--- src/shared/tsec_regs.svh ---
`ifndef TSEC_REGS_SVH
`define TSEC_REGS_SVH

`define TSEC_ADDR_W          12
`define TSEC_NUM_SRC         32
`define TSEC_FIELD_W         4
`define TSEC_GP_FIRST        7
`define TSEC_GP_LAST         15
`define TSEC_GP_BITS         16'hFF80

`define TSEC_OFF_LATCH       12'h000
`define TSEC_OFF_MASK        12'h004
`define TSEC_OFF_PEND        12'h008
`define TSEC_OFF_CTRL        12'h00C
`define TSEC_OFF_PMASK       12'h010
`define TSEC_OFF_PSTAT       12'h014
`define TSEC_OFF_WAKE        12'h018
`define TSEC_OFF_ASSIGN0     12'h020
`define TSEC_OFF_ASSIGN1     12'h024
`define TSEC_OFF_ASSIGN2     12'h028
`define TSEC_OFF_ASSIGN3     12'h02C

`define TSEC_CTRL_GEN_BIT    0

`define TSEC_RST_LATCH       16'h0000
`define TSEC_RST_MASK        16'h0000
`define TSEC_RST_PEND        16'h0000
`define TSEC_RST_PMASK       32'h0000_0000
`define TSEC_RST_WAKE        32'h0000_0000
`define TSEC_RST_ASSIGN0     32'h2221_1000
`define TSEC_RST_ASSIGN1     32'h4333_3332
`define TSEC_RST_ASSIGN2     32'h5555_5444
`define TSEC_RST_ASSIGN3     32'h6665_5555

`define TSEC_DETECT_CYC      2
`define TSEC_MIN_LAT_CYC     3

`endif

--- src/shared/tsec_pkg.sv ---
package tsec_pkg;

  typedef logic [15:0] tsec_evt_t;
  typedef logic [3:0]  tsec_lvl_t;
  typedef logic [31:0] tsec_word_t;

  typedef enum logic [3:0] {
    TSEC_SEL_NONE,
    TSEC_SEL_LATCH,
    TSEC_SEL_MASK,
    TSEC_SEL_PEND,
    TSEC_SEL_CTRL,
    TSEC_SEL_PMASK,
    TSEC_SEL_PSTAT,
    TSEC_SEL_WAKE,
    TSEC_SEL_ASSIGN
  } tsec_sel_t;

endpackage : tsec_pkg

--- src/rtl/tsec_event_ctrl.sv ---
// The address map and the APB register port were decided locally.
`timescale 1ns/1ps
`default_nettype none
`include "tsec_regs.svh"

module tsec_event_ctrl
  import tsec_pkg::*;
(
  input  wire logic                     mclk,
  input  wire logic                     rst_b,
  // apb slave
  input  wire logic                     psel,
  input  wire logic                     penable,
  input  wire logic                     pwrite,
  input  wire logic [`TSEC_ADDR_W-1:0]  paddr,
  input  wire logic [31:0]              pwdata,
  input  wire logic [2:0]               pprot,
  output logic [31:0]                   prdata,
  output logic                          pready,
  output logic                          pslverr,
  // peripheral sources, asynchronous to mclk
  input  wire logic [`TSEC_NUM_SRC-1:0] periphIrq,
  // core pipeline side
  input  wire logic                     globalEnableSet,
  input  wire logic                     globalEnableClear,
  input  wire logic                     coreIdle,
  output logic                          eventReq,
  output tsec_lvl_t                     eventLevel,
  input  wire logic                     eventAccept,
  input  wire logic                     eventReturn,
  output logic                          coreWakeup
);

  localparam tsec_evt_t GP_BITS = `TSEC_GP_BITS;

  // lowest set index wins; bit 4 flags that any bit is set
  function automatic logic [4:0] lowestSet(input tsec_evt_t v);
    logic [4:0] res;
    res = 5'h00;
    for (int i = 15; i >= 0; i--) begin
      if (v[i]) begin
        res = {1'b1, 4'(i)};
      end
    end
    return res;
  endfunction : lowestSet

  // ---------------------------------------------------------------
  // source synchroniser
  // ---------------------------------------------------------------
  logic [`TSEC_NUM_SRC-1:0] srcMeta_r;
  logic [`TSEC_NUM_SRC-1:0] srcSync_r;

  always_ff @(posedge mclk or negedge rst_b) begin
    if (!rst_b) begin
      srcMeta_r <= 32'h0000_0000;
      srcSync_r <= 32'h0000_0000;
    end else begin
      srcMeta_r <= periphIrq;
      srcSync_r <= srcMeta_r;
    end
  end

  // ---------------------------------------------------------------
  // state registers
  // ---------------------------------------------------------------
  tsec_evt_t  latch_r;
  tsec_evt_t  latch_nxt;
  tsec_evt_t  evMask_r;
  tsec_evt_t  pend_r;
  tsec_evt_t  pend_nxt;
  tsec_evt_t  gpPrev_r;
  tsec_evt_t  gpRise_r;
  logic       glbEn_r;
  tsec_word_t pMask_r;
  tsec_word_t wakeEn_r;
  tsec_word_t assign_r [4];
  logic       wakeup_r;
  tsec_word_t prdata_r;

  // ---------------------------------------------------------------
  // apb decode
  // ---------------------------------------------------------------
  tsec_sel_t  regSel;
  logic [1:0] assignIdx;
  wire logic  aligned    = (paddr[1:0] == 2'b00);
  wire logic  privileged = pprot[0];
  wire logic  setupPhase = psel & ~penable;
  wire logic  accessPh   = psel & penable;

  always_comb begin
    regSel    = TSEC_SEL_NONE;
    assignIdx = 2'b00;
    if (!aligned) begin
      regSel = TSEC_SEL_NONE;
    end else if (paddr == `TSEC_OFF_LATCH) begin
      regSel = TSEC_SEL_LATCH;
    end else if (paddr == `TSEC_OFF_MASK) begin
      regSel = TSEC_SEL_MASK;
    end else if (paddr == `TSEC_OFF_PEND) begin
      regSel = TSEC_SEL_PEND;
    end else if (paddr == `TSEC_OFF_CTRL) begin
      regSel = TSEC_SEL_CTRL;
    end else if (paddr == `TSEC_OFF_PMASK) begin
      regSel = TSEC_SEL_PMASK;
    end else if (paddr == `TSEC_OFF_PSTAT) begin
      regSel = TSEC_SEL_PSTAT;
    end else if (paddr == `TSEC_OFF_WAKE) begin
      regSel = TSEC_SEL_WAKE;
    end else if (paddr >= `TSEC_OFF_ASSIGN0 && paddr <= `TSEC_OFF_ASSIGN3) begin
      regSel    = TSEC_SEL_ASSIGN;
      assignIdx = paddr[3:2];
    end
  end

  // core registers live in supervisor-only space
  wire logic coreSel   = (regSel == TSEC_SEL_LATCH) | (regSel == TSEC_SEL_MASK) |
                         (regSel == TSEC_SEL_PEND)  | (regSel == TSEC_SEL_CTRL);
  wire logic readOnly  = (regSel == TSEC_SEL_PEND)  | (regSel == TSEC_SEL_CTRL) |
                         (regSel == TSEC_SEL_PSTAT);
  wire logic privFault = coreSel & ~privileged;
  wire logic roFault   = pwrite & readOnly;
  wire logic accErr    = (regSel == TSEC_SEL_NONE) | privFault | roFault;
  wire logic wrEn      = accessPh & pwrite & ~accErr;
  wire logic rdEn      = setupPhase & ~pwrite & ~accErr;

  wire logic wrLatch   = wrEn & (regSel == TSEC_SEL_LATCH);
  wire logic wrMask    = wrEn & (regSel == TSEC_SEL_MASK);
  wire logic wrPMask   = wrEn & (regSel == TSEC_SEL_PMASK);
  wire logic wrWake    = wrEn & (regSel == TSEC_SEL_WAKE);
  wire logic wrAssign  = wrEn & (regSel == TSEC_SEL_ASSIGN);

  assign pready  = 1'b1;
  assign pslverr = accessPh & accErr;
  assign prdata  = prdata_r;

  tsec_word_t rdMux;
  always_comb begin
    rdMux = 32'h0000_0000;
    case (regSel)
      TSEC_SEL_LATCH:  rdMux = {16'h0000, latch_r};
      TSEC_SEL_MASK:   rdMux = {16'h0000, evMask_r};
      TSEC_SEL_PEND:   rdMux = {16'h0000, pend_r};
      TSEC_SEL_CTRL:   rdMux = {31'h0000_0000, glbEn_r};
      TSEC_SEL_PMASK:  rdMux = pMask_r;
      TSEC_SEL_PSTAT:  rdMux = srcSync_r;
      TSEC_SEL_WAKE:   rdMux = wakeEn_r;
      TSEC_SEL_ASSIGN: rdMux = assign_r[assignIdx];
      default:         rdMux = 32'h0000_0000;
    endcase
  end

  // read data is captured in the setup cycle so it stands through access
  always_ff @(posedge mclk or negedge rst_b) begin
    if (!rst_b) begin
      prdata_r <= 32'h0000_0000;
    end else if (setupPhase) begin
      prdata_r <= rdEn ? rdMux : 32'h0000_0000;
    end
  end

  // ---------------------------------------------------------------
  // system stage configuration
  // ---------------------------------------------------------------
  always_ff @(posedge mclk or negedge rst_b) begin
    if (!rst_b) begin
      pMask_r  <= `TSEC_RST_PMASK;
      wakeEn_r <= `TSEC_RST_WAKE;
    end else begin
      if (wrPMask) begin
        pMask_r <= pwdata;
      end
      if (wrWake) begin
        wakeEn_r <= pwdata;
      end
    end
  end

  // default routing, overridable from software
  always_ff @(posedge mclk or negedge rst_b) begin
    if (!rst_b) begin
      assign_r[0] <= `TSEC_RST_ASSIGN0;
      assign_r[1] <= `TSEC_RST_ASSIGN1;
      assign_r[2] <= `TSEC_RST_ASSIGN2;
      assign_r[3] <= `TSEC_RST_ASSIGN3;
    end else if (wrAssign) begin
      assign_r[assignIdx] <= pwdata;
    end
  end

  logic [`TSEC_NUM_SRC*`TSEC_FIELD_W-1:0] assignFlat;
  assign assignFlat = {assign_r[3], assign_r[2], assign_r[1], assign_r[0]};

  // ---------------------------------------------------------------
  // general level inputs
  // ---------------------------------------------------------------
  wire logic [`TSEC_NUM_SRC-1:0] srcPass = srcSync_r & pMask_r;
  tsec_evt_t gpLevel;

  // field value n routes a source to level 7+n; values above 8 route nowhere
  genvar g;
  generate
    for (g = 0; g < 16; g++) begin : gLevel
      if (g >= `TSEC_GP_FIRST) begin : gGen
        logic hit;
        always_comb begin
          hit = 1'b0;
          for (int i = 0; i < `TSEC_NUM_SRC; i++) begin
            if (assignFlat[i*`TSEC_FIELD_W +: `TSEC_FIELD_W] == 4'(g - `TSEC_GP_FIRST)) begin
              hit = hit | srcPass[i];
            end
          end
        end
        assign gpLevel[g] = hit;
      end else begin : gFixed
        assign gpLevel[g] = 1'b0;
      end
    end
  endgenerate

  // two-cycle edge detection on each level input
  always_ff @(posedge mclk or negedge rst_b) begin
    if (!rst_b) begin
      gpPrev_r <= 16'h0000;
      gpRise_r <= 16'h0000;
    end else begin
      gpPrev_r <= gpLevel;
      gpRise_r <= gpLevel & ~gpPrev_r;
    end
  end

  // ---------------------------------------------------------------
  // core stage: prioritisation and hand-off
  // ---------------------------------------------------------------
  wire tsec_evt_t  ready    = latch_r & evMask_r & {16{glbEn_r}} & GP_BITS;
  wire logic [4:0] reqPick  = lowestSet(ready);
  wire logic [4:0] topPend  = lowestSet(pend_r);

  // only a strictly higher priority than the active one may nest
  assign eventReq   = reqPick[4] & (~topPend[4] | (reqPick[3:0] < topPend[3:0]));
  assign eventLevel = reqPick[3:0];

  wire logic      acceptHit = eventReq & eventAccept;
  wire tsec_evt_t acceptVec = acceptHit ? (16'h0001 << reqPick[3:0]) : 16'h0000;
  wire tsec_evt_t returnVec = (eventReturn & topPend[4]) ? (16'h0001 << topPend[3:0]) :
                                                             16'h0000;

  // acceptance in the same cycle as a return still sets its bit
  assign pend_nxt = ((pend_r & ~returnVec) | acceptVec) & GP_BITS;

  // software may only touch latch bits whose mask is clear
  wire tsec_evt_t swLatchBits = wrLatch ? (~evMask_r & GP_BITS) : 16'h0000;
  wire tsec_evt_t latchSw     = (latch_r & ~swLatchBits) | (pwdata[15:0] & swLatchBits);

  // a fresh edge wins over the clear from acceptance, so it stays queued
  assign latch_nxt = ((latchSw & ~acceptVec) | gpRise_r) & GP_BITS;

  always_ff @(posedge mclk or negedge rst_b) begin
    if (!rst_b) begin
      latch_r <= `TSEC_RST_LATCH;
      pend_r  <= `TSEC_RST_PEND;
    end else begin
      latch_r <= latch_nxt;
      pend_r  <= pend_nxt;
    end
  end

  always_ff @(posedge mclk or negedge rst_b) begin
    if (!rst_b) begin
      evMask_r <= `TSEC_RST_MASK;
    end else if (wrMask) begin
      evMask_r <= pwdata[15:0];
    end
  end

  // set wins if both instructions land together
  always_ff @(posedge mclk or negedge rst_b) begin
    if (!rst_b) begin
      glbEn_r <= 1'b0;
    end else if (globalEnableSet) begin
      glbEn_r <= 1'b1;
    end else if (globalEnableClear) begin
      glbEn_r <= 1'b0;
    end
  end

  // ---------------------------------------------------------------
  // wakeup: independent of the peripheral mask so a masked source still wakes
  // ---------------------------------------------------------------
  always_ff @(posedge mclk or negedge rst_b) begin
    if (!rst_b) begin
      wakeup_r <= 1'b0;
    end else begin
      wakeup_r <= coreIdle & (|(srcSync_r & wakeEn_r));
    end
  end

  assign coreWakeup = wakeup_r;

endmodule : tsec_event_ctrl

`default_nettype wire

--- config.mk ---
export PLATFORM = sky130hd
export DESIGN_NAME = tsec_event_ctrl
export DESIGN_NICKNAME = d
export VERILOG_FILES = /design/src/shared/tsec_pkg.sv /design/src/rtl/tsec_event_ctrl.sv
export VERILOG_INCLUDE_DIRS = /design/src /design/src/shared
export SDC_FILE = /design/constraint.sdc
export NUM_CORES = 1
export LEC_CHECK = 0
export BUFFER_PORTS_ARGS = -buffer_cell sky130_fd_sc_hd__buf_2
export CORE_UTILIZATION = 66
export CTS_BUF_LIST = sky130_fd_sc_hd__clkbuf_4 sky130_fd_sc_hd__clkbuf_8 sky130_fd_sc_hd__clkbuf_16
export CTS_CLUSTER_DIAMETER = 150
export CTS_CLUSTER_SIZE = 40
export DETAILED_ROUTE_END_ITERATION = 8
export PLACE_DENSITY = 0.87
export SLEW_MARGIN = 15
export SYNTH_ARGS = -nofsm -noshare
export SYNTH_HDL_FRONTEND = slang
export SYNTH_SLANG_ARGS = --single-unit
--- constraint.sdc ---
create_clock -name mclk -period 6.75 [get_ports mclk]
set_clock_uncertainty 0.05 [all_clocks]
set_input_delay 1.35 -clock mclk [delete_from_list [all_inputs] [get_ports mclk]]
set_output_delay 1.35 -clock mclk [all_outputs]
set_load 0.01 [all_outputs]
======== After elaboration in Yosys (flattened, before gate mapping) ========
Cells that the tools add are included.
operators by class
  eq/ne operators ......................... 270
  bitwise logic cells ..................... 328
  shift operators ......................... 2
  $lt $le $gt $ge ......................... 5
  reduce and logical (&&, ||, !) cells .... 39
  mux-type cells .......................... 337
operators with widths
  kind                    number
  $eq A4 B3 Y1 const B    132
  $mux W1                 290
  $or A1 B1 Y1            287
  $eq A4 B2 Y1 const B    66
  $pmux W32 S8            1
  $eq A4 B1 Y1 const B    33
  $eq A4 B4 Y1 const B    33
  $logic_not A4 Y1        33
  $bwmux W128             1
  $mux W32                4
  $and A16 B16 Y16        7
  $mux W5                 18
  $not A16 Y16            5
  $and A32 B32 Y32        2
  $bmux W32 S2            1
  $demux W32 S2           1
  $mux W16                3
  $or A16 B16 Y16         3
  $eq A12 B5 Y1 const B   3
  $mux W4                 9
  $reduce_or A32 Y1       1
  $shl A1 B4 Y16 const A  2
  $eq A12 B4 Y1 const B   2
  $and A1 B1 Y1           18
  13 further kinds        26
word-level totals
  output and inout bits ................... 40
  register bits after elaboration ......... 349

======== Depth between registers and ports, before layout ========
Gate-level depths: netlist (run 1).
  word-level depth ........................ 65
  gate-level depth with buffers ........... 11
  depth with buffers taken out ............ 10

======== Least setup slack after synthesis (run 1) ========
Ideal clock, no wire load.
  path kind ............................... input port to output port
  from .................................... input port paddr[1]
  to ...................................... output port pslverr
  data required time ...................... 5.350 ns
  buffers on the path ..................... 2
  slack ................................... 2.723 ns
  stages on the path ...................... 6
  arrival ................................. 2.627 ns
  cells stage by stage .................... or4_1 -> clkbuf_1 -> or2_1 -> buf_6 -> nor2_1 -> a21oi_1
on the way
  longest elaborated chain between the ends .. 19
  elaborated cells between the ends (all ways) .. 36
  those cells by class .................... order compare (2); eq/ne (11); mux (9); bitwise (10); reduce/logical (4)
ends and longest elaborated chain
  element                                                          line                    RTL
  start, declared                                                  tsec_event_ctrl.sv:15   input wire logic [`TSEC_ADDR_W-1:0] paddr,
  $ge A12 B6 Y1 (no line) / $le A12 B6 Y1 (equally long branches)  n/a
  $logic_and A1 B1 Y1 (no line)                                    n/a
  $mux W4                                                          tsec_event_ctrl.sv:110  end else if (paddr >= `TSEC_OFF_ASSIGN0 && paddr <= `TSEC_OFF_ASSIGN3) begin
  $mux W4                                                          tsec_event_ctrl.sv:108  end else if (paddr == `TSEC_OFF_WAKE) begin
  $mux W4                                                          tsec_event_ctrl.sv:106  end else if (paddr == `TSEC_OFF_PSTAT) begin
  $mux W4                                                          tsec_event_ctrl.sv:104  end else if (paddr == `TSEC_OFF_PMASK) begin
  $mux W4                                                          tsec_event_ctrl.sv:102  end else if (paddr == `TSEC_OFF_CTRL) begin
  $mux W4                                                          tsec_event_ctrl.sv:100  end else if (paddr == `TSEC_OFF_PEND) begin
  [2 not listed]                                                   n/a
  $mux W4 *                                                        tsec_event_ctrl.sv:94   if (!aligned) begin
  $eq A4 B1 Y1 / $eq A4 B2 Y1 (equally long branches)              tsec_event_ctrl.sv:117  wire logic coreSel = (regSel == TSEC_SEL_LATCH) | (regSel == TSEC_SEL_MASK) |
  $or A1 B1 Y1 (2 in a row)                                        tsec_event_ctrl.sv:117
  $or A1 B1 Y1                                                     tsec_event_ctrl.sv:118  (regSel == TSEC_SEL_PEND) | (regSel == TSEC_SEL_CTRL);
  $and A1 B1 Y1                                                    tsec_event_ctrl.sv:121  wire logic privFault = coreSel & ~privileged;
  $or A1 B1 Y1                                                     tsec_event_ctrl.sv:123  wire logic accErr = (regSel == TSEC_SEL_NONE) | privFault | roFault;
  $or A1 B1 Y1 *                                                   tsec_event_ctrl.sv:123
  $and A1 B1 Y1 *                                                  tsec_event_ctrl.sv:134  assign pslverr = accessPh & accErr;
  end, declared                                                    tsec_event_ctrl.sv:20   output logic pslverr,
Every way passes the cells marked *; elsewhere a longest branch is shown, timed or not.

======== Worst setup path after layout (run 1) ========
  from .................................... register latch_r[12]
  to ...................................... output port eventReq
on the way
  longest elaborated chain between the ends .. 11
ends and longest elaborated chain
  element                          line                    RTL
  start, declared                  tsec_event_ctrl.sv:67   tsec_evt_t latch_r;
  start signal, assigned           tsec_event_ctrl.sv:260  latch_r <= `TSEC_RST_LATCH;
  start signal, assigned           tsec_event_ctrl.sv:263  latch_r <= latch_nxt;
  $and A16 B16 Y16 * (2 in a row)  tsec_event_ctrl.sv:235  wire tsec_evt_t ready = latch_r & evMask_r & {16{glbEn_r}} & GP_BITS;
  $mux W5 * (6 in a row)           tsec_event_ctrl.sv:41   if (v[i]) begin
  $lt A4 B4 Y1                     tsec_event_ctrl.sv:240  assign eventReq = reqPick[4] & (~topPend[4] | (reqPick[3:0] < topPend[3:0]));
  $or A1 B1 Y1                     tsec_event_ctrl.sv:240
  $and A1 B1 Y1 *                  tsec_event_ctrl.sv:240
  end, declared                    tsec_event_ctrl.sv:27   output logic eventReq,
Marked as above.

==> results.yml, run 1 <==
status:
  status: "complete, no violations"
hold_path:
  holdPathEnd: "srcSync_r[25]"
  holdCritStartpoint: "srcMeta_r[25]"
  hp-class: "reg2reg"
  whs_path_depth: 0
place:
  placed_cells: 1989
  hpwl_um: 53400
  placed_area_mm2: 0.0190
  gp_congestion: 1.15
  place_ws_ns: 1.81
  portBuffers: 125
logic_synthesis:
  synth-edff-count: 0
  postSynthAreaPerCell_um2: 11.5
  synth_top_area_frac: 0.405
  async_flop_share: 1.00
  synth_top_area_cell: "dfrtp_1"
  synth.distinct_cells: 80
  ys_ff_latch: 342
  syn_area_mm2: 0.0182
  synth_area_leaders: "dfrtp_1 (40%), mux2_2 (9.2%), mux2_4 (7.4%)"
  syn_nets: 1677
  ys_seq_area_frac: 0.474
  yosysWarningCount: 0
  synthCells: 1585
  synthFlopType: "dfrtp_1"
clock_network:
  cts-resized-gates: 0
  numCtsBuffers: 12
  cts_tree: "done"
  path_clk_slew_ns: 0.14
  clock_latency_ns: 0.55
  clockRootBuffer: "clkbuf_16"
  htreeDepth: 1
  cts_setup_buffers: 0
  cts_sinks: 342
  cts_hold_buf: 0
  cts_buffer_depth: 3
setup_path:
  timing.critical_path.arrival_ns: 3.20
  crit_required_ns: 5.35
  r2r_cells: 9
  path_max_fanout: 9
  worstReg2RegEnd: "pend_r[12]"
  cp-start-kind: "flop"
  r2r_setup_slack_ns: 3.53
  setup.worst_path.end_class: "primary output"
  timing.rr.start: "latch_r[12]"
  crit_type: "reg2out"
run:
  maxCapViolations: 0
final_layout:
  stdcell_count: 2011
  stdcell_area_mm2: 0.0194
  final_common_cell: "dfrtp_1"
  fin_nets: 1754
  final_cell_mix: "dfrtp_1 (294), mux2_2 (149), buf_2 (124), nand2_1 (99), mux2_4 (90)"
  fillers: 1826
  syn_to_final_growth_pct: 6.81
  drive_gt1_frac: 0.301
floorplanning:
  start_util: 0.674
  row_count: 60
  fp.dieW_um: 168
  core_area_mm2: 0.0270
  io_pins: 129
  die_area_mm2: 0.0282
  dieHeight_um: 168
route:
  wl_met1_um: 25400
  wl_met2_um: 31800
  dr.first_iter.drc_count: 2412
  wl_met3_um: 8030
  wl_per_cell_um: 35.4
  drcViolationCount: 0
  ant_nets: 0
  vias: 16090
  drt_pass1_iterations: 7
  drt-vias-per-instance: 8.00
  routed.top_layer: "met4"
  postRouteWirelength_um: 71100
global_routing:
  grt_pass1_wl_um: 103000
  grt_pass1_vias: 15439
  antenna_found_initial: 2
  grtUsageTotal: 0.507
  grt_max_degree: 163
  overflow: 0
timing:
  slew_headroom: 0.141
  layout_min_cycle_time_ns: 4.60
  grt_setup_unrepaired: "false"
  hold_viol: 0
  tightest_slew_ns: 1.29
  max_clock_freq_mhz: 217
  worst_slack_ns: 2.15
  setup_viol: 0
  fin_crit_sh: 0.681
  slew_viol_final: 0
  holdWs_ns: 0.315
  fin_setup_tns_ns: 0
pwr:
  vdd_drop_max_mv: 0.271
  powerDensity_mw_per_mm2: 176
  leakagePower_nw: 8.76
==> worst max-delay path, cell delays in order (launching register included) <==
cell	delay, ns
dfrtp_1	0.48
a22o_1	0.30
o21ai_0	0.37
nand2b_1	0.21
nand2_1	0.10
ha_1	0.23
nor2_1	0.09
o221ai_1	0.35
a21oi_1	0.29
o21a_1	0.13
buf_2	0.12
==> worst max-delay path by stage <==
stage / depth (start not counted) / slack (ns) / end / start
2_1_floorplan: 6 / 2.72 / pslverr / paddr[1]
3_3_place_gp: 8 / 1.99 / pMask_r[28] / paddr[1]
3_5_place_dp: 8 / 1.81 / pMask_r[28] / paddr[9]
5_1_grt: 10 / 1.99 / eventReq / evMask_r[12]
6_report: 10 / 2.15 / eventReq / latch_r[12]
4_1_cts: 10 / 2.24 / eventReq / evMask_r[12]
==> routing by layer <==
| metal | global-route usage | up-vias |
|---|---|---|
| met2 | 0.787 | 1382 |
| met1 | 0.646 | 8028 |
| met4 | 0.343 | 0 |
| li1 | - | 6317 |
| met5 | 0 | - |
| met3 | 0.103 | 363 |
==> synthesized netlist by cell type, drive strengths merged, types with 4 or more instances <==
master and number:
dfrtp 294, mux2 241, nand2 100, nor2 68, o22ai 57, nor3 56, clkbuf 52, nand2b 52
nor4 50, dfstp 48, nand3 43, nand4b 40, a22oi 35, o221ai 31, buf 29, inv 25
nand4 25, o22a 25, o32ai 23, mux2i 21, nand3b 21, or2 19, a222oi 17, a22o 15
a31oi 13, nor2b 11, o21ai 11, a21oi 10, nor3b 10, or4bb 10, or4 9, a21o 8
a221o 8, a31o 8, o21bai 7, a211oi 6, nand4bb 6, nor4b 6, or3 6, or3b 6
and2 5, o31ai 5, a221oi 4, nor4bb 4
==> stage by stage <==
step | util | total power [mW]
2_1_floorplan | - | 2.28
3_3_place_gp | 0.706 | 2.41
3_5_place_dp | 0.706 | 2.43
4_1_cts | 0.720 | 3.41
5_1_grt | 0.720 | 3.50
6_report | 0.720 | 3.42
==> state kept, by name, summed over array words and instances (netlist names), 9 cells and up <==
name and cells:
gpRise_r 9, srcSync_r 32, gpPrev_r 9, prdata 32, pend_r 9, evMask_r 16, srcMeta_r 32, pMask_r 32
assignFlat 128, latch_r 9, wakeEn_r 32
==> kinds of logic (layout without fill, tap and decap cells) <==
family	Yosys count	count (layout)	synth area share
other	1	4	0.000206
buffers and inverters	106	188	0.0275
flip-flops	342	342	0.474
AO/OA/AOI/OAI	315	315	0.136
adder cells (fa/ha/maj)	3	3	0.00207
AND/OR/NAND/NOR	555	555	0.180
multiplexers	263	263	0.181
==> power breakdown <==
group / internal, mW / leakage, nW / switching [mW]
clock: 0.390 / 0.193 / 0.631
sequential: 2.08 / 4.45 / 0.0448
combinational: 0.0885 / 4.11 / 0.192
total: 2.56 / 8.76 / 0.868
==> final cells by class <==
class                      instances  area, um^2  share of cell area
timing repair buffer             144         791              0.0407
antenna                            3        7.51            0.000387
clock buffer                      18         363              0.0187
tap                              341         427              0.0220
multi-input combinational       1137        9090               0.468
inverter                          25        93.8             0.00483
sequential                       342        8620               0.444
clock inverter                     1        20.0             0.00103
Power figures use the tool's default switching activity.
==> run 2, diff against run 1 <==
--- a/config.mk
+++ b/config.mk
@@ -7,12 +7,12 @@
 export NUM_CORES = 1
 export LEC_CHECK = 0
 export BUFFER_PORTS_ARGS = -buffer_cell sky130_fd_sc_hd__buf_2
-export CORE_UTILIZATION = 66
+export CORE_UTILIZATION = 55
 export CTS_BUF_LIST = sky130_fd_sc_hd__clkbuf_4 sky130_fd_sc_hd__clkbuf_8 sky130_fd_sc_hd__clkbuf_16
 export CTS_CLUSTER_DIAMETER = 150
 export CTS_CLUSTER_SIZE = 40
 export DETAILED_ROUTE_END_ITERATION = 8
-export PLACE_DENSITY = 0.87
+export PLACE_DENSITY = 0.78
 export SLEW_MARGIN = 15
 export SYNTH_ARGS = -nofsm -noshare
 export SYNTH_HDL_FRONTEND = slang
==> constraint.sdc (replaced) <==
create_clock -name mclk -period 3.8 [get_ports mclk]
set_clock_uncertainty 0.05 [all_clocks]
set_input_delay 0.76 -clock mclk [delete_from_list [all_inputs] [get_ports mclk]]
set_output_delay 0.76 -clock mclk [all_outputs]
set_load 0.01 [all_outputs]
==> run 2 against run 1 <==
Largest cell class unchanged; setup slack got worse by 2.0 ns; global-route usage down 6.2 points; routed wire length rose by 5.5%; flip-flop and latch count unchanged; sequential power is 78% higher; core utilization fell by 11 points; cell count increased by 6.2%; sequential share of layout area is 0.90 points lower; die area increased by 20%; via count decreased by 4.0%; clock-buffer cell count is 1 higher; largest power group unchanged.
==> results.yml, run 2 (synthesized netlist as in run 1, its figures left out) <==
pwr:
  power.total_mw: 6.17
  leakagePower_nw: 8.91
  powerDensity_mw_per_mm2: 311
  vdd_drop_max_mv: 0.442
setup_path:
  crit_slowest_cell: "dfrtp_1"
  crit_type: "reg2out"
  path_max_fanout: 5
  cp-start-kind: "flop"
  timing.critical_path.to: "eventReq"
  slowest_delay_ns: 0.46
  crit_required_ns: 2.99
  setup.worst_path.end_class: "primary output"
  timing.rr.start: "evMask_r[11]"
  worstReg2RegEnd: "latch_r[13]"
  timing.critical_path.arrival_ns: 2.87
  r2r_setup_slack_ns: 0.64
  r2r_cells: 10
  crit_start: "evMask_r[12]"
  path_cells: "a22o_2 > o21ai_2 > nand2b_1 > nand2_1 > ha_1 > o21ai_0 > nor2_1 > a21oi_1 > o21a_1 > buf_2"
final_layout:
  fin_util: 0.609
  regArea_mm2: 0.00862
  final_common_cell: "dfrtp_1"
  fillers: 2595
  largest_reg_flops: 128
  syn_to_final_growth_pct: 9.04
  multi_input_area_mm2: 0.00911
  drive_gt1_frac: 0.315
  stdcell_area_mm2: 0.0198
  final_cell_mix: "dfrtp_1 (293), mux2_2 (149), buf_2 (124), nand2_1 (99), mux2_4 (90)"
  fin_nets: 1777
timing:
  holdWs_ns: 0.142
  slew_viol_final: 0
  setup_viol: 0
  hold_viol: 0
  fin_crit_sh: 0.969
  slew_headroom: 0.251
  fin_setup_tns_ns: 0
  layout_min_cycle_time_ns: 3.68
  max_clock_freq_mhz: 272
  grt_setup_unrepaired: "false"
  tightest_slew_ns: 1.11
clock_network:
  cts_hold_buf: 0
  cts_sinks: 342
  htreeDepth: 1
  path_clk_slew_ns: 0.13
  cts_tree: "done"
  clockRootBuffer: "clkbuf_16"
  cts_buffer_depth: 3
  numCtsBuffers: 12
  clock_latency_ns: 0.56
place:
  hpwl_um: 57900
  gp_congestion: 1.07
  portBuffers: 125
  placed_area_mm2: 0.0194
floorplanning:
  start_util: 0.559
  dieHeight_um: 184
  io_pins: 129
  core_area_mm2: 0.0325
  fp.dieW_um: 184
  die_area_mm2: 0.0338
  row_count: 66
route:
  ant_nets: 0
  drt-vias-per-instance: 7.23
  dr.first_iter.drc_count: 2003
  vias: 15449
  wl_per_cell_um: 35.1
  drcViolationCount: 0
  postRouteWirelength_um: 75000
  drt_pass1_iterations: 7
global_routing:
  overflow: 0
  antenna_found_initial: 3
  grt_pass1_wl_um: 105000
  grtUsageTotal: 0.444
  grt_pass1_vias: 14678
  grt_max_degree: 90
run:
  maxCapViolations: 0
hold_path:
  hp-class: "in2async"
status:
  status: "complete, no violations"
-- run 2: how the worst min path moves through the flow --
stage	startpoint	to	slack, ns
floorplan	srcMeta_r[0]	srcSync_r[0]	0.28
global placement	srcMeta_r[14]	srcSync_r[14]	0.28
detailed placement	srcMeta_r[18]	srcSync_r[18]	0.28
CTS	rst_b	pMask_r[13]	0.18
global route	rst_b	gpRise_r[13]	0.20
finish	rst_b	wakeEn_r[13]	0.14
-- run 2: per-layer routing --
| layer | share of wire | GRT usage | vias to the layer above | wire length [um] |
|---|---|---|---|---|
| met5 | 0.00015 | 0 | - | 11 |
| met4 | 0.057 | 0.213 | 2 | 4260 |
| met3 | 0.095 | 0.0870 | 197 | 7100 |
| met2 | 0.46 | 0.716 | 1027 | 34800 |
| met1 | 0.38 | 0.576 | 7851 | 28900 |
| li1 | - | - | 6372 | - |
-- run 2: power by group --
| part | total [mW] | internal, mW | leakage (nW) | switching, mW |
|---|---|---|---|---|
| sequential | 3.77 | 3.69 | 4.45 | 0.0762 |
| clock | 1.85 | 0.704 | 0.198 | 1.14 |
| combinational | 0.557 | 0.200 | 4.26 | 0.357 |
-- run 2: per-stage QoR --
stage,worst slack [ns],instances
floorplan,0.655,1585
global placement,0.334,2111
detailed placement,0.243,2111
CTS,0.0373,2131
global route,0.0116,2133
finish,0.117,2136
-- run 2: cell type report --
class                           count  area share
Tap cell                          442      0.0279
Inverter                           25     0.00474
Sequential cell                   342       0.435
Multi-Input combinational cell   1137       0.460
Timing Repair Buffer              167      0.0524
Antenna cell                        3    0.000379
Clock inverter                      1     0.00101
Clock buffer                       19      0.0187
-- run 2: timing repair --
item,4_1_cts,5_1_grt
resized for setup,0,9
buffers inserted,0,2
setup endpoints to repair,0,1
-- run 2: worst max-delay path: cells and delay by family (launching register included) --
| family | cells | cell delay [ns] |
|---|---|---|
| AND/OR/NAND/NOR | 3 | 0.39 |
| AO/OA/AOI/OAI | 5 | 1.06 |
| flip-flops | 1 | 0.46 |
| buffers and inverters | 1 | 0.12 |
| adder cells (fa/ha/maj) | 1 | 0.30 |
==> run 3, diff against run 2 <==
--- a/config.mk
+++ b/config.mk
@@ -7,12 +7,16 @@
 export NUM_CORES = 1
 export LEC_CHECK = 0
 export BUFFER_PORTS_ARGS = -buffer_cell sky130_fd_sc_hd__buf_2
-export CORE_UTILIZATION = 55
+export CELL_PAD_IN_SITES_DETAIL_PLACEMENT = 1
+export CELL_PAD_IN_SITES_GLOBAL_PLACEMENT = 1
+export CORE_ASPECT_RATIO = 2
+export CORE_UTILIZATION = 45
 export CTS_BUF_LIST = sky130_fd_sc_hd__clkbuf_4 sky130_fd_sc_hd__clkbuf_8 sky130_fd_sc_hd__clkbuf_16
 export CTS_CLUSTER_DIAMETER = 150
 export CTS_CLUSTER_SIZE = 40
 export DETAILED_ROUTE_END_ITERATION = 8
 export PLACE_DENSITY = 0.78
+export REMOVE_ABC_BUFFERS = 1
 export SLEW_MARGIN = 15
 export SYNTH_ARGS = -nofsm -noshare
 export SYNTH_HDL_FRONTEND = slang
==> run 3 against run 2 <==
Setup slack got worse by 0.022 ns; via count grew 3.7%; clock-buffer cell count unchanged; global-route usage up 2.5 points; sequential power barely moved; hold slack improved by 0.071 ns; first-iteration DRC count is 33% lower; combinational power grew 17%.
==> results.yml, run 3 (synthesized netlist as in run 1, its figures left out) <==
final_layout:
  largest_reg_flops: 128
  regArea_mm2: 0.00862
  fin_nets: 1804
  drive_gt1_frac: 0.327
  fillers: 4307
  syn_to_final_growth_pct: 11.0
  final_cell_mix: "dfrtp_1 (291), mux2_2 (149), buf_2 (124), nand2_1 (100), mux2_4 (90)"
  multi_input_area_mm2: 0.00914
  final_common_cell: "dfrtp_1"
route:
  dr.first_iter.drc_count: 1338
  wl_per_cell_um: 41.5
  drt_pass1_iterations: 6
  ant_nets: 0
  drcViolationCount: 0
  vias: 16021
  drt-vias-per-instance: 7.13
  postRouteWirelength_um: 93200
pwr:
  clkPwrFrac: 0.296
  leakagePower_nw: 9.06
  vdd_drop_max_mv: 0.447
  sequentialPowerShare: 0.600
  p_comb_frac: 0.104
  powerDensity_mw_per_mm2: 312
  power.total_mw: 6.28
  switching_share: 0.266
  internal_power_mw: 4.61
  p_sw_mw: 1.67
place:
  portBuffers: 125
  gp_congestion: 1.05
  hpwl_um: 72200
  place_ws_ns: 0.219
hold_path:
  hp-class: "in2async"
clock_network:
  clock_latency_ns: 0.55
  cts_buffer_depth: 3
  cts_tree: "done"
  numCtsBuffers: 12
  cts_sinks: 342
  clockRootBuffer: "clkbuf_16"
  htreeDepth: 1
  cts_hold_buf: 0
  path_clk_slew_ns: 0.15
floorplanning:
  fp.dieW_um: 144
  die_area_mm2: 0.0412
  row_count: 103
  start_util: 0.458
  dieHeight_um: 286
  io_pins: 129
  core_area_mm2: 0.0397
timing:
  layout_min_cycle_time_ns: 3.70
  worst_slack_ns: 0.0952
  tightest_slew_ns: 1.19
  slew_headroom: 0.200
  hold_viol: 0
  fin_crit_sh: 0.975
  slew_viol_final: 0
  max_clock_freq_mhz: 270
  setup_viol: 0
setup_path:
  crit_required_ns: 2.99
  crit_type: "reg2out"
  path_max_fanout: 5
  cp-start-kind: "flop"
  timing.critical_path.arrival_ns: 2.89
  setup.worst_path.end_class: "primary output"
global_routing:
  grt_pass1_wl_um: 131000
  grt_max_degree: 100
  grtUsageTotal: 0.469
  antenna_found_initial: 6
  overflow: 0
  grt_pass1_vias: 16924
status:
  status: "complete, no violations"
run:
  maxCapViolations: 0
==> run 3: cell types whose count changed in the layout (fill, tap and decap cells not counted), sizes merged <==
cell | before | now
buf | 167 | 194
diode | 3 | 5
==> run 3: power by group through the flow <==
stage | combinational [mW] | clock [mW] | sequential (mW)
global route | 0.697 | 1.97 | 3.77
finish | 0.652 | 1.86 | 3.77
global placement | 0.567 | 0 | 3.83
detailed placement | 0.596 | 0 | 3.83
floorplan | 0.241 | 0 | 3.79
CTS | 0.599 | 1.89 | 3.77
==> run 3: layout make-up <==
cell class,instances,share of cell area
antenna,5,0.000621
clock buffer,19,0.0184
clock inverter,1,0.000993
inverter,25,0.00465
multi-input combinational,1137,0.453
sequential,342,0.428
tap,525,0.0326
timing repair buffer,194,0.0622
==> run 3: repair_timing <==
action / in CTS / in global routing
endpoints found under the setup margin: 1 / 1
pin swaps: 0 / 2
setup buffers: 0 / 5
gates resized for setup: 3 / 10
==> run 3: stage by stage <==
| step | area [um^2] | cells | utilization | TNS, ns | hold WS (ns) |
|---|---|---|---|---|---|
| final | 20200 | 2248 | 0.508 | 0 | 0.214 |
| after floorplan | 17800 | 1504 | - | -146.30 | 0.281 |
| after global routing | 20200 | 2244 | 0.508 | -0.109 | 0.239 |
| after detailed placement | 19700 | 2217 | 0.495 | 0 | 0.286 |
| after CTS | 20100 | 2237 | 0.505 | 0 | 0.231 |
| after global placement | 19700 | 2217 | 0.495 | 0 | 0.283 |
==> run 3: critical path: stages (launching register included) <==
cell and delay, ns:
dfrtp_2 0.50, a22o_1 0.31, o21ai_4 0.21, nand2b_1 0.19, nand2_1 0.09, ha_1 0.31
o21ai_1 0.23, nor2_1 0.07, a21oi_1 0.18, o21a_1 0.13, buf_2 0.12
==> run 3: per-layer routing <==
layer | GRT usage | share of wire | vias to the layer above
met4 | 0.461 | 0.13 | 4
li1 | - | - | 6417
met1 | 0.457 | 0.32 | 8289
met3 | 0.118 | 0.062 | 435
met5 | 0 | 0.00030 | -
met2 | 0.787 | 0.49 | 876
==> run 3: final timing paths <==
check,start,to,slack (ns),depth (start not counted)
max in group asynchronous,rst_b,assignFlat[98],2.49,2
max reg2reg,srcSync_r[31],gpRise_r[8],0.39,6
min reg2reg,srcMeta_r[15],srcSync_r[15],0.31,0
max,evMask_r[12],eventReq,0.1,10
min,rst_b,pMask_r[15],0.21,1
min in group mclk,periphIrq[0],srcMeta_r[0],0.25,1
